## src/include/fifo_flag_pkg.sv

```systemverilog
// Shared constants and types for the FIFO status flag block.
// Assumes a single 32-bit Avalon-MM slave port with byte addresses.

package fifo_flag_pkg;

  // ---------------------------------------------------------------
  // Word counts
  // ---------------------------------------------------------------
  localparam int COUNT_W = 13;
  localparam logic [12:0] DEPTH_X18 = 13'h0800;
  localparam logic [12:0] DEPTH_X9 = 13'h1000;
  localparam logic [12:0] OFFSET_RESET = 13'h007F;

  // ---------------------------------------------------------------
  // Register map (byte addresses)
  // ---------------------------------------------------------------
  localparam int ADDR_W = 8;
  localparam logic [7:0] ADDR_CTRL = 8'h00;
  localparam logic [7:0] ADDR_AE_OFFSET = 8'h04;
  localparam logic [7:0] ADDR_AF_OFFSET = 8'h08;
  localparam logic [7:0] ADDR_FLAGS = 8'h0C;
  localparam logic [7:0] ADDR_COUNT = 8'h10;
  localparam logic [7:0] ADDR_INT_STATUS = 8'h14;
  localparam logic [7:0] ADDR_INT_MASK = 8'h18;

  // Control register: bit 0 fall-through, bit 1 input x18, bit 2 output x18
  localparam int CTRL_W = 3;
  localparam logic [2:0] CTRL_RESET = 3'h6;

  // Interrupt status and mask bit positions
  localparam int INT_W = 7;
  localparam int INT_EMPTY = 0;
  localparam int INT_ALMOST_EMPTY = 1;
  localparam int INT_HALF_FULL = 2;
  localparam int INT_ALMOST_FULL = 3;
  localparam int INT_FULL = 4;
  localparam int INT_OVERFLOW = 5;
  localparam int INT_UNDERFLOW = 6;
  localparam logic [6:0] INT_RESET = 7'h00;

  // Bus reset values
  localparam logic [31:0] READDATA_RESET = 32'h00000000;

  // ---------------------------------------------------------------
  // Types
  // ---------------------------------------------------------------
  typedef struct packed {
    logic out_x18;
    logic in_x18;
    logic first_word_fall_through;
  } ctrl_type;

  // Each field is true while that condition holds
  typedef struct packed {
    logic full;
    logic almost_full;
    logic half_full;
    logic almost_empty;
    logic empty;
  } flag_set_type;

  typedef enum logic [1:0] {
    BUS_IDLE = 2'b00,
    BUS_ACK = 2'b01
  } bus_state_type;

endpackage

```

## src/rtl/level_sync.sv

```systemverilog
// Two-stage synchroniser for slow levels such as configuration straps.
// Assumes the input changes far slower than the clock; no reset so it
// tracks the pin while the block is held in reset.

`timescale 1ns/100ps

module level_sync (
  input wire logic clk,
  input wire logic din,
  output logic dout
);

  logic meta;
  logic next_meta;
  logic next_dout;

  always_comb begin
    next_meta = din;
    next_dout = meta;
  end

  always_ff @(posedge clk) begin
    meta <= next_meta;
    dout <= next_dout;
  end

endmodule

```

## src/rtl/fifo_status_flags.sv

```systemverilog
// Status flag generator of a FIFO: word count, threshold flags,
// Avalon-MM register slave and one level interrupt.
// Assumes writer and reader logic run on clk_sys and mark their own clock
// edges with one-cycle tick inputs; only the timing strap is asynchronous.
//
// Function
// - Timing mode strap latched during master reset
// - Synchronous almost-full changes on write edges only
// - Synchronous almost-empty changes on read edges only
// - Strap low selects asynchronous flag timing
// - Async almost-full: write sets, read clears
// - Async almost-empty: read sets, write clears
// - Standard mode thresholds from depth and offsets
// - Fall-through thresholds shifted by one word
// - Fall-through count includes output register
// - Offsets n, m held in registers
//
// The register addresses and register access over Avalon-MM are this design's own decisions.

`timescale 1ns/100ps

module fifo_status_flags (
  input wire logic clk_sys,
  input wire logic rstn,
  input wire logic flag_timing_select,
  input wire logic write_clock_tick,
  input wire logic read_clock_tick,
  input wire logic write_enable,
  input wire logic read_enable,
  input wire logic [7:0] avs_address,
  input wire logic avs_read,
  input wire logic avs_write,
  input wire logic [31:0] avs_writedata,
  input wire logic [3:0] avs_byteenable,
  output logic [31:0] avs_readdata,
  output logic avs_waitrequest,
  output logic irq,
  output logic empty_flag_n,
  output logic almost_empty_flag_n,
  output logic half_full_flag_n,
  output logic almost_full_flag_n,
  output logic full_flag_n
);

  // ---------------------------------------------------------------
  // Functions
  // ---------------------------------------------------------------
  function automatic fifo_flag_pkg::flag_set_type flag_levels(
    input logic [12:0] words,
    input logic [12:0] depth,
    input logic [12:0] n,
    input logic [12:0] m,
    input logic first_word_fall_through
  );
    fifo_flag_pkg::flag_set_type lv;
    logic [13:0] w;
    logic [13:0] ex;
    w = {1'b0, words};
    ex = {13'h0000, first_word_fall_through};
    lv.empty = (w == 14'h0000);
    lv.almost_empty = (w <= ({1'b0, n} + ex));
    lv.half_full = (w > ({2'h0, depth[12:1]} + ex));
    // Written as a sum so that no difference can wrap below zero
    lv.almost_full = ((w + {1'b0, m}) >= ({1'b0, depth} + ex));
    lv.full = (w == ({1'b0, depth} + ex));
    return lv;
  endfunction

  function automatic logic [12:0] merge_offset(
    input logic [12:0] old,
    input logic [31:0] wdata,
    input logic [3:0] be
  );
    logic [12:0] r;
    r = old;
    if (be[0]) begin
      r[7:0] = wdata[7:0];
    end
    if (be[1]) begin
      r[12:8] = wdata[12:8];
    end
    return r;
  endfunction

  // ---------------------------------------------------------------
  // Reset release and timing strap
  // ---------------------------------------------------------------
  logic [1:0] rst_pipe;
  logic reset_n;
  logic strap_sync;
  logic sync_timing;
  logic next_sync_timing;

  always_ff @(posedge clk_sys or negedge rstn) begin
    if (!rstn) begin
      rst_pipe <= 2'h0;
    end else begin
      rst_pipe <= {rst_pipe[0], 1'b1};
    end
  end

  assign reset_n = rst_pipe[1];

  level_sync u_strap_sync (
    .clk(clk_sys),
    .din(flag_timing_select),
    .dout(strap_sync)
  );

  // Tracks the strap only while reset is held, then freezes until the next reset
  always_comb begin
    next_sync_timing = reset_n ? sync_timing : strap_sync;
  end

  always_ff @(posedge clk_sys) begin
    sync_timing <= next_sync_timing;
  end

  // ---------------------------------------------------------------
  // Avalon-MM slave
  // ---------------------------------------------------------------
  fifo_flag_pkg::bus_state_type bus_state;
  fifo_flag_pkg::bus_state_type next_bus_state;
  logic next_waitrequest;
  logic [31:0] next_readdata;
  logic write_commit;
  logic [31:0] read_word;

  fifo_flag_pkg::ctrl_type ctrl;
  fifo_flag_pkg::ctrl_type next_ctrl;
  logic [12:0] ae_offset;
  logic [12:0] next_ae_offset;
  logic [12:0] af_offset;
  logic [12:0] next_af_offset;
  logic [6:0] int_status;
  logic [6:0] next_int_status;
  logic [6:0] int_mask;
  logic [6:0] next_int_mask;
  logic next_irq;
  logic [12:0] count;
  logic [12:0] next_count;
  logic depth_x9;

  always_comb begin
    read_word = 32'h00000000;
    case (avs_address)
      fifo_flag_pkg::ADDR_CTRL: begin
        read_word = {29'h00000000, ctrl};
      end
      fifo_flag_pkg::ADDR_AE_OFFSET: begin
        read_word = {19'h00000, ae_offset};
      end
      fifo_flag_pkg::ADDR_AF_OFFSET: begin
        read_word = {19'h00000, af_offset};
      end
      fifo_flag_pkg::ADDR_FLAGS: begin
        read_word = {25'h0000000, depth_x9, sync_timing, full_flag_n, almost_full_flag_n,
                     half_full_flag_n, almost_empty_flag_n, empty_flag_n};
      end
      fifo_flag_pkg::ADDR_COUNT: begin
        read_word = {19'h00000, count};
      end
      fifo_flag_pkg::ADDR_INT_STATUS: begin
        read_word = {25'h0000000, int_status};
      end
      fifo_flag_pkg::ADDR_INT_MASK: begin
        read_word = {25'h0000000, int_mask};
      end
      default: begin
        read_word = 32'h00000000;
      end
    endcase
  end

  // Every access answers one cycle after it is seen; writes land one edge later, at the end of the answer cycle
  always_comb begin
    next_bus_state = bus_state;
    next_waitrequest = 1'b1;
    next_readdata = avs_readdata;
    case (bus_state)
      fifo_flag_pkg::BUS_IDLE: begin
        if (avs_read || avs_write) begin
          next_bus_state = fifo_flag_pkg::BUS_ACK;
          next_waitrequest = 1'b0;
          if (avs_read) begin
            next_readdata = read_word;
          end
        end
      end
      fifo_flag_pkg::BUS_ACK: begin
        next_bus_state = fifo_flag_pkg::BUS_IDLE;
      end
      default: begin
        next_bus_state = fifo_flag_pkg::BUS_IDLE;
      end
    endcase
  end

  assign write_commit = (bus_state == fifo_flag_pkg::BUS_ACK) && avs_write;

  always_ff @(posedge clk_sys or negedge reset_n) begin
    if (!reset_n) begin
      bus_state <= fifo_flag_pkg::BUS_IDLE;
      avs_waitrequest <= 1'b1;
      avs_readdata <= fifo_flag_pkg::READDATA_RESET;
    end else begin
      bus_state <= next_bus_state;
      avs_waitrequest <= next_waitrequest;
      avs_readdata <= next_readdata;
    end
  end

  // ---------------------------------------------------------------
  // Configuration registers
  // ---------------------------------------------------------------
  always_comb begin
    next_ctrl = ctrl;
    next_ae_offset = ae_offset;
    next_af_offset = af_offset;
    next_int_mask = int_mask;
    if (write_commit) begin
      case (avs_address)
        fifo_flag_pkg::ADDR_CTRL: begin
          if (avs_byteenable[0]) begin
            next_ctrl = avs_writedata[2:0];
          end
        end
        fifo_flag_pkg::ADDR_AE_OFFSET: begin
          next_ae_offset = merge_offset(ae_offset, avs_writedata, avs_byteenable);
        end
        fifo_flag_pkg::ADDR_AF_OFFSET: begin
          next_af_offset = merge_offset(af_offset, avs_writedata, avs_byteenable);
        end
        fifo_flag_pkg::ADDR_INT_MASK: begin
          if (avs_byteenable[0]) begin
            next_int_mask = avs_writedata[6:0];
          end
        end
        default: begin
          next_ctrl = ctrl;
        end
      endcase
    end
  end

  always_ff @(posedge clk_sys or negedge reset_n) begin
    if (!reset_n) begin
      ctrl <= fifo_flag_pkg::CTRL_RESET;
      ae_offset <= fifo_flag_pkg::OFFSET_RESET;
      af_offset <= fifo_flag_pkg::OFFSET_RESET;
      int_mask <= fifo_flag_pkg::INT_RESET;
    end else begin
      ctrl <= next_ctrl;
      ae_offset <= next_ae_offset;
      af_offset <= next_af_offset;
      int_mask <= next_int_mask;
    end
  end

  // ---------------------------------------------------------------
  // Word count and flags
  // ---------------------------------------------------------------
  logic [12:0] depth;
  logic [12:0] capacity;
  logic do_write;
  logic do_read;
  logic write_blocked;
  logic read_blocked;
  fifo_flag_pkg::flag_set_type lv;
  logic next_empty_n;
  logic next_ae_n;
  logic next_hf_n;
  logic next_af_n;
  logic next_full_n;

  always_comb begin
    depth_x9 = !ctrl.in_x18 && !ctrl.out_x18;
    depth = depth_x9 ? fifo_flag_pkg::DEPTH_X9 : fifo_flag_pkg::DEPTH_X18;
    capacity = depth + {12'h000, ctrl.first_word_fall_through};
    write_blocked = write_clock_tick && write_enable && (count == capacity);
    read_blocked = read_clock_tick && read_enable && (count == 13'h0000);
    do_write = write_clock_tick && write_enable && !write_blocked;
    do_read = read_clock_tick && read_enable && !read_blocked;
    next_count = count;
    if (do_write && !do_read) begin
      next_count = count + 13'h0001;
    end else if (do_read && !do_write) begin
      next_count = count - 13'h0001;
    end
    lv = flag_levels(next_count, depth, ae_offset, af_offset, ctrl.first_word_fall_through);
    // In fall-through mode these pins carry output-ready and input-ready
    next_empty_n = ctrl.first_word_fall_through ? lv.empty : !lv.empty;
    next_full_n = ctrl.first_word_fall_through ? lv.full : !lv.full;
    next_hf_n = !lv.half_full;
    next_af_n = almost_full_flag_n;
    next_ae_n = almost_empty_flag_n;
    if (sync_timing) begin
      if (write_clock_tick) begin
        next_af_n = !lv.almost_full;
      end
      if (read_clock_tick) begin
        next_ae_n = !lv.almost_empty;
      end
    end else begin
      if (write_clock_tick && lv.almost_full) begin
        next_af_n = 1'b0;
      end else if (read_clock_tick && !lv.almost_full) begin
        next_af_n = 1'b1;
      end
      if (read_clock_tick && lv.almost_empty) begin
        next_ae_n = 1'b0;
      end else if (write_clock_tick && !lv.almost_empty) begin
        next_ae_n = 1'b1;
      end
    end
  end

  always_ff @(posedge clk_sys or negedge reset_n) begin
    if (!reset_n) begin
      count <= 13'h0000;
      empty_flag_n <= 1'b0;
      almost_empty_flag_n <= 1'b0;
      half_full_flag_n <= 1'b1;
      almost_full_flag_n <= 1'b1;
      full_flag_n <= 1'b1;
    end else begin
      count <= next_count;
      empty_flag_n <= next_empty_n;
      almost_empty_flag_n <= next_ae_n;
      half_full_flag_n <= next_hf_n;
      almost_full_flag_n <= next_af_n;
      full_flag_n <= next_full_n;
    end
  end

  // ---------------------------------------------------------------
  // Interrupts
  // ---------------------------------------------------------------
  logic [6:0] int_event;
  logic [6:0] int_clear;

  always_comb begin
    int_event = 7'h00;
    int_event[fifo_flag_pkg::INT_EMPTY] = do_read && lv.empty;
    int_event[fifo_flag_pkg::INT_ALMOST_EMPTY] = almost_empty_flag_n && !next_ae_n;
    int_event[fifo_flag_pkg::INT_HALF_FULL] = half_full_flag_n && !next_hf_n;
    int_event[fifo_flag_pkg::INT_ALMOST_FULL] = almost_full_flag_n && !next_af_n;
    int_event[fifo_flag_pkg::INT_FULL] = do_write && lv.full;
    int_event[fifo_flag_pkg::INT_OVERFLOW] = write_blocked;
    int_event[fifo_flag_pkg::INT_UNDERFLOW] = read_blocked;
    int_clear = 7'h00;
    if (write_commit && (avs_address == fifo_flag_pkg::ADDR_INT_STATUS) && avs_byteenable[0]) begin
      int_clear = avs_writedata[6:0];
    end
    // A new event in the clearing cycle survives the clear
    next_int_status = (int_status & ~int_clear) | int_event;
    next_irq = |(next_int_status & next_int_mask);
  end

  always_ff @(posedge clk_sys or negedge reset_n) begin
    if (!reset_n) begin
      int_status <= fifo_flag_pkg::INT_RESET;
      irq <= 1'b0;
    end else begin
      int_status <= next_int_status;
      irq <= next_irq;
    end
  end

endmodule

```

## config.mk

```make
export PLATFORM = sky130hd
export DESIGN_NAME = fifo_status_flags
export DESIGN_NICKNAME = d
export VERILOG_FILES = /design/src/include/fifo_flag_pkg.sv /design/src/rtl/level_sync.sv /design/src/rtl/fifo_status_flags.sv
export SDC_FILE = /design/constraint.sdc
export NUM_CORES = 1
export LEC_CHECK = 0
export BUFFER_PORTS_ARGS = -buffer_cell sky130_fd_sc_hd__buf_2
export CORE_UTILIZATION = 35
export CTS_CLUSTER_DIAMETER = 80
export DETAILED_ROUTE_END_ITERATION = 8
export GPL_TIMING_DRIVEN = 0
export PLACE_DENSITY = 0.58
export SLEW_MARGIN = 20
export SYNTH_ARGS = -nofsm -noshare
export SYNTH_HDL_FRONTEND = slang
export SYNTH_SLANG_ARGS = --single-unit
export TNS_END_PERCENT = 50
```

## constraint.sdc

```tcl
create_clock -name clk_sys -period 2.6 [get_ports clk_sys]
set_input_delay 0.52 -clock clk_sys [delete_from_list [all_inputs] [get_ports clk_sys]]
set_output_delay 0.52 -clock clk_sys [all_outputs]
set_load 0.01 [all_outputs]
```

## Word level (Yosys, flattened, before mapping)

Index checks and enable logic that the tools add are counted.

- $add $sub $neg: 7
- Multipliers: 0
- Divide/modulo/power cells: 0
- Magnitude comparators: 3
- Equal/unequal tests: 10
- Shift-type cells: 0
- Mux-type cells: 22
- Bitwise operators: 4
- Reduce and logical (&&, ||, !) cells: 46

Operators with widths:

| cell | number |
|---|---|
| 13-bit one-hot mux with 7 select lines | 1 |
| 13-bit two-way mux | 3 |
| 13-bit by 1-bit adder with 14-bit output | 2 |
| 7-bit two-way mux | 4 |
| 13-bit logical NOT | 2 |
| 8-bit by 5-bit equality test with 1-bit output (second input constant) | 3 |
| 1-bit logical AND | 21 |
| 3-bit AND reduction | 6 |
| 8-bit by 4-bit equality test with 1-bit output (second input constant) | 2 |
| 13-bit by 13-bit adder with 14-bit output | 1 |
| 7-bit AND | 2 |
| 13-bit by 14-bit equality test with 1-bit output | 1 |
| 14-bit greater-or-equal comparator | 1 |
| 13-bit by 14-bit less-or-equal comparator with 1-bit output | 1 |
| 12-bit by 1-bit adder with 13-bit output | 1 |
| 13-bit by 1-bit adder with 13-bit output | 1 |
| 13-bit by 1-bit adder with 13-bit output (second input constant) | 1 |
| 13-bit equality test | 1 |
| 13-bit > comparator | 1 |
| 1-bit logical NOT | 13 |
| 13-bit by 1-bit subtractor with 13-bit output (second input constant) | 1 |
| 1-bit two-way mux | 12 |
| 8-bit by 3-bit equality test with 1-bit output (second input constant) | 1 |
| 8-bit logical NOT | 1 |
| other kinds (8) | 9 |

- Flip-flop bits (word level): 102
- Bits in latches: 0
- Bits in writable memories: 0
- ROM bits: 0
- Input bits: 53
- Output and inout port bits: 39
- Word-level logic and storage cells: 115
- Memories kept: 0

## Logic depth before layout (Yosys ltp)

- Word-level depth: 24
- Mapped depth: 27
- Depth with buffers taken out: 25

## Hierarchy

A second synthesis with hierarchy kept.

- Cell total of the unflattened synthesis: 579
- Area total of the unflattened synthesis: 5606.6 µm²

By module, submodules not included:

| module | times used | cells an instance | area each (µm²) | sequential area each (µm²) |
|---|---|---|---|---|
| fifo_status_flags | 1 | 577 | 5566.6 | 2031.9 |
| level_sync | 1 | 2 | 40.0 | 40.0 |

## Worst setup path before layout

No wires, ideal clock.

- Path kind: register to register
- Start: register count[6]
- End: register irq
- Setup time: 0.139 ns
- Arrival: 5.782 ns
- Data required time: 2.461 ns
- Path slack: -3.320 ns
- Stages on the path, launching flop included: 25
- Path buffers: 1
- Clock period less this slack: 5.920 ns
- Path through: dfrtp_1 buf_6 or4_4 nor4_4 a21oi_2 mux2i_1 xor2_1 ha_1 a21o_1 a31o_2 o211ai_1 a21oi_1 or3_1 a21oi_1 xnor2_1 ha_1 nor4bb_1 o221ai_1 a2111oi_0 o311ai_0 nor4_1 a21boi_0 o21ai_0 nand3_1 or4b_1

- Cells in the longest elaborated chain, start to end: 20
- Elaborated cells on any way between the ends: 46
- Those cells by class: add/sub (3); order compare (3); eq/ne (2); mux (10); bitwise (2); reduce/logical (26)

Ends and longest elaborated chain:

| element | line | text |
|---|---|---|
| from (decl) | fifo_status_flags.sv:140 | `logic [12:0] count;` |
| from (signal assigned) | fifo_status_flags.sv:327 | `count <= next_count;` |
| 13-bit equality test | fifo_status_flags.sv:280 | `write_blocked = write_clock_tick && write_enable && (count == capacity);` |
| 1-bit logical AND | fifo_status_flags.sv:280 |  |
| 1-bit logical NOT | fifo_status_flags.sv:282 | `do_write = write_clock_tick && write_enable && !write_blocked;` |
| 1-bit logical AND | fifo_status_flags.sv:282 |  |
| 1-bit logical NOT | fifo_status_flags.sv:287 | `end else if (do_read && !do_write) begin` |
| 1-bit logical AND | fifo_status_flags.sv:287 |  |
| 13-bit two-way mux | fifo_status_flags.sv:287 |  |
| 13-bit two-way mux * | fifo_status_flags.sv:285 | `if (do_write && !do_read) begin` |
| via next_count[4] | fifo_status_flags.sv:141 | `logic [12:0] next_count;` |
| (+5 left out) | -- |  |
| 1-bit two-way mux | fifo_status_flags.sv:305 | `if (write_clock_tick && lv.almost_full) begin` |
| 1-bit two-way mux | fifo_status_flags.sv:297 | `if (sync_timing) begin` |
| 1-bit logical NOT | fifo_status_flags.sv:347 | `int_event[fifo_flag_pkg::INT_ALMOST_FULL] = almost_full_flag_n && !next_af_n;` |
| 1-bit logical AND | fifo_status_flags.sv:347 |  |
| 7-bit OR * | fifo_status_flags.sv:356 | `next_int_status = (int_status & ~int_clear) \| int_event;` |
| 7-bit AND * | fifo_status_flags.sv:357 | `next_irq = \|(next_int_status & next_int_mask);` |
| 7-bit OR reduction * | fifo_status_flags.sv:357 |  |
| via next_irq | fifo_status_flags.sv:139 | `logic next_irq;` |
| to (signal assigned) | fifo_status_flags.sv:366 | `irq <= next_irq;` |
| to (decl) | fifo_status_flags.sv:37 | `output logic irq,` |

The timed path passes the listed nets; every way through them passes the cells marked *.
A chain may end at the register's enable or synchronous reset.

## Final worst setup path

- Start: register count[8]
- End: register irq

Same word-level chain as after synthesis.

==> flow_summary_export.csv <==
group,metric,value,unit
logic_synthesis,synth_ff_type,"dfrtp_1",
logic_synthesis,synthArstFlopShare,0.963,
logic_synthesis,synth_xor_area_frac,0.0476,
worst_setup_path,cpPeakStageDelay,0.48,ns
logic_synthesis,synth.most_common_cell,"dfrtp_1",
layout,seq_area,0.00208,mm²
die,die_area,0.0168,mm²
logic_synthesis,synthTopCellsByArea,"dfrtp_1 (26%), dfstp_2 (9.2%), ha_1 (7.9%)",
timing,rsz0062_at_grt,"yes",
worst_setup_path,rrSetupSlack,-3.69,ns
worst_setup_path,arrival,6.51,ns
placed_design,dp_hpwl,13.7,mm
die,start_util,0.359,
detailed_routing,viasPerCell,5.51,
worst_setup_path,crit_path_frequent_cell,"buf_4",
logic_synthesis,avgSynthCellArea,9.61,µm²
worst_setup_path,crit_end,"irq",
logic_synthesis,synth-edff-count,1,
global_routing,grt_first_pass_wirelength,28.2,mm
logic_synthesis,synth_largest_area_cell,"dfrtp_1",
run,timing.max_cap.violations,0,
logic_synthesis,synthSimpleGateAreaFrac,0.174,
logic_synthesis,synthAdderAreaFrac,0.0825,
layout,area_delta_synth_final,38.4,%
placed_design,placed_area,0.00644,mm²
timing,period_share,2.42,
power,p_int,3.78,mW
layout,layout-drive-gt1-share,0.424,
detailed_routing,drc_errors,0,
clock_tree,cts_root_buf,"clkbuf_16",
worst_setup_path,worstSetupPathType,"flop to flop",
worst_setup_path,critPathMaxFanout,8,
worst_setup_path,critPathLaunch,"count[8]",
logic_synthesis,synth.distinct_cells,74,
power,leakage,3.55,nW
power,powerDensity,820,mW/mm²
power,clkPwrFrac,0.202,
timing,skew,0.00846,ns
timing,setup_violations,12,
logic_synthesis,synthMuxAreaShare,0.108,
power,combPwrFrac,0.539,
timing,slew_headroom,0.562,
detailed_routing,firstDrtPassIters,7,
layout,finalInstanceArea,0.00789,mm²
layout,fin_nets,835,
timing,max_freq,159,MHz
logic_synthesis,synth_common_cells,"dfrtp_1 (59), nand2_1 (44), ha_1 (36), mux2_2 (34), nor2_1 (30)",
detailed_routing,first_iter_violations,412,
worst_hold_path,hold_class,"flop to asynchronous set/reset pin",
die,die_x,130,µm
power,power.switching,2.69,mW
run_status,violations,"setup timing",
global_routing,grt_max_degree,50,
die,die_height,130,µm
logic_synthesis,yosysTopAreaCellShare,0.259,
die,fp-row-count,46,
clock_tree,cts.sinks,82,
detailed_routing,ant_nets,0,
power,peakVddDrop,0.000449,V
layout,n_antenna_cell,0,
worst_setup_path,crit_path_end_kind,"flop",
die,core_area,0.0159,mm²
worst_setup_path,slowest_stage,"or4b_1",
global_routing,first_global_vias,4897,
clock_tree,clockBufferDepth,2,
layout,fillers,1445,
global_routing,grtUsageTotal,0.229,
logic_synthesis,synth_cells,593,
timing,drv_slew,0,
timing,tightest_slew,0.658,ns
placed_design,place_inst,878,
detailed_routing,routedWlPerCell,20.3,µm
placed_design,gp_congestion,0.915,
timing,final_hold_viol_count,0,
worst_setup_path,rr_worst_depth,32,
clock_tree,cts_buffers,9,
power,switching_share,0.416,
worst_setup_path,rr_endpoint,"irq",
placed_design,io_buffers,50,
worst_setup_path,cp_data_required_time,2.82,ns
clock_tree,cts_tree,"built",
timing,worst_slack,-3.69,ns
timing,layout_min_cycle_time,6.29,ns
logic_synthesis,synth_top_family_by_area,"simple AND/OR/NAND/NOR gates",
global_routing,antenna_found_initial,0,
logic_synthesis,ys_seq_area_frac,0.363,
logic_synthesis,synth_area,0.00570,mm²
worst_setup_path,worstSetupStartpointType,"flop",
die,io-pin-count,92,
power,share_seq_of_total_power,0.259,
clock_tree,clk_pin_slew,0.07,ns
logic_synthesis,synth_warnings,0,
clock_tree,ctsHtreeMaxLevel,3,
clock_tree,worstSkewPairLatency,0.36,ns
global_routing,grt_overflow,0,
worst_setup_path,r2r_start,"count[8]",
logic_synthesis,synth_compound_area_frac,0.162,
detailed_routing,drt_wl_total,19.6,mm
logic_synthesis,yosys_register_bits,82,
detailed_routing,vias,5318,
layout,multiInputGateArea,0.00391,mm²
run_status,status,"complete, but fails checks",
layout,final_cells,966,
final cells by class:
| cell class | instances | share of cell area |
|---|---|---|
| Clock buffer | 9 | 0.0285 |
| Tap cell | 216 | 0.0343 |
| Timing Repair Buffer | 129 | 0.118 |
| Clock inverter | 7 | 0.00967 |
| Sequential cell | 82 | 0.264 |
| Multi-Input combinational cell | 458 | 0.496 |
| Buffer | 39 | 0.0360 |
| Inverter | 26 | 0.0130 |
worst min path at each step:
stage / to / startpoint / cells after the start
floorplan: rst_pipe[0] / rstn / 0
global placement: rst_pipe[0] / rstn / 1
detailed placement: avs_readdata[12] / rst_pipe[1] / 0
CTS: u_strap_sync.meta / flag_timing_select / 1
global route: u_strap_sync.meta / flag_timing_select / 1
finish: avs_readdata[12] / rst_pipe[1] / 0
through the flow:
step                setup slack, ns  TNS, ns   util  total power, mW  hold slack (ns)
finish                        -3.69   -23.97  0.497             6.47            0.266
global route                  -3.84   -25.04  0.497             6.80            0.253
CTS                           -3.69   -19.47  0.462             5.69            0.258
detailed placement            -4.38   -33.25  0.405             3.86            0.288
global placement              -4.23   -69.62  0.403             3.81            0.306
floorplan                     -3.06   -12.16      -             3.22            0.224
flip-flops by register name, indices dropped and copies added (netlist names):
name / flops
int_status: 7
avs_readdata: 13
half_full_flag_n: 1
u_strap_sync.dout: 1
almost_full_flag_n: 1
u_strap_sync.meta: 1
ctrl: 3
sync_timing: 1
rst_pipe: 2
bus_state: 1
irq: 1
empty_flag_n: 1
af_offset: 13
almost_empty_flag_n: 1
avs_waitrequest: 1
ae_offset: 13
count: 13
int_mask: 7
full_flag_n: 1
power by group through the flow:
stage,Combinational [mW],Sequential (mW),Clock [mW]
finish,3.48,1.68,1.31
global placement,2.18,1.63,0
global route,3.72,1.69,1.39
detailed placement,2.25,1.62,0
CTS,2.75,1.60,1.33
floorplan,1.64,1.57,0
repair_timing:
action	in CTS	in global routing
resized for setup	52	66
endpoints found under the hold margin	2	0
endpoints found under the setup margin	34	33
cloned	0	1
hold buffers	1	0
buffers inserted	36	41
pin swaps	33	31
cells in the final DEF, fill, tap and decap left out, types with 8 or more instances in the layout:
cell,instances
buf_4,80
dfrtp_1,52
buf_2,51
nand2_1,43
mux2_2,34
nor2_1,28
ha_1,28
nand3_1,25
inv_1,24
o21ai_0,22
conb_1,20
dfstp_2,20
buf_6,19
mux2i_1,18
a21oi_1,14
xor2_1,13
a21o_1,11
and3_1,10
o22ai_1,10
nand4_1,9
nor3_1,9
clkbuf_1,9
clkbuf_16,9
and2_1,8
a222oi_1,8
critical path: cells and delay by family, from the launching register on:
kind                     cells  cell delay, ns
AO/OA/AOI/OAI                5            1.05
XOR/XNOR                     1            0.27
adder cells (fa/ha/maj)      1            0.26
buffers and inverters       18            2.26
flip-flops                   1            0.39
multiplexers                 1            0.28
AND/OR/NAND/NOR              6            1.62
per-layer routing:
| layer | vias up | GRT usage | wire [µm] |
|---|---|---|---|
| met5 | - | 0 | 0 |
| met4 | 0 | 0.0780 | 566 |
| met3 | 43 | 0.0520 | 1330 |
| met2 | 227 | 0.367 | 9150 |
| met1 | 2597 | 0.305 | 8570 |
| li1 | 2451 | - | - |
logic make-up after synthesis:
logic type / after synthesis
AOI/OAI and AO/OA: 130
xor gates and xnor gates: 31
adders and majority gates: 37
buffers and inverters: 71
DFF: 82
muxes: 57
other: 2
and+or+nand+nor: 183
Power figures use the tool's default switching activity.
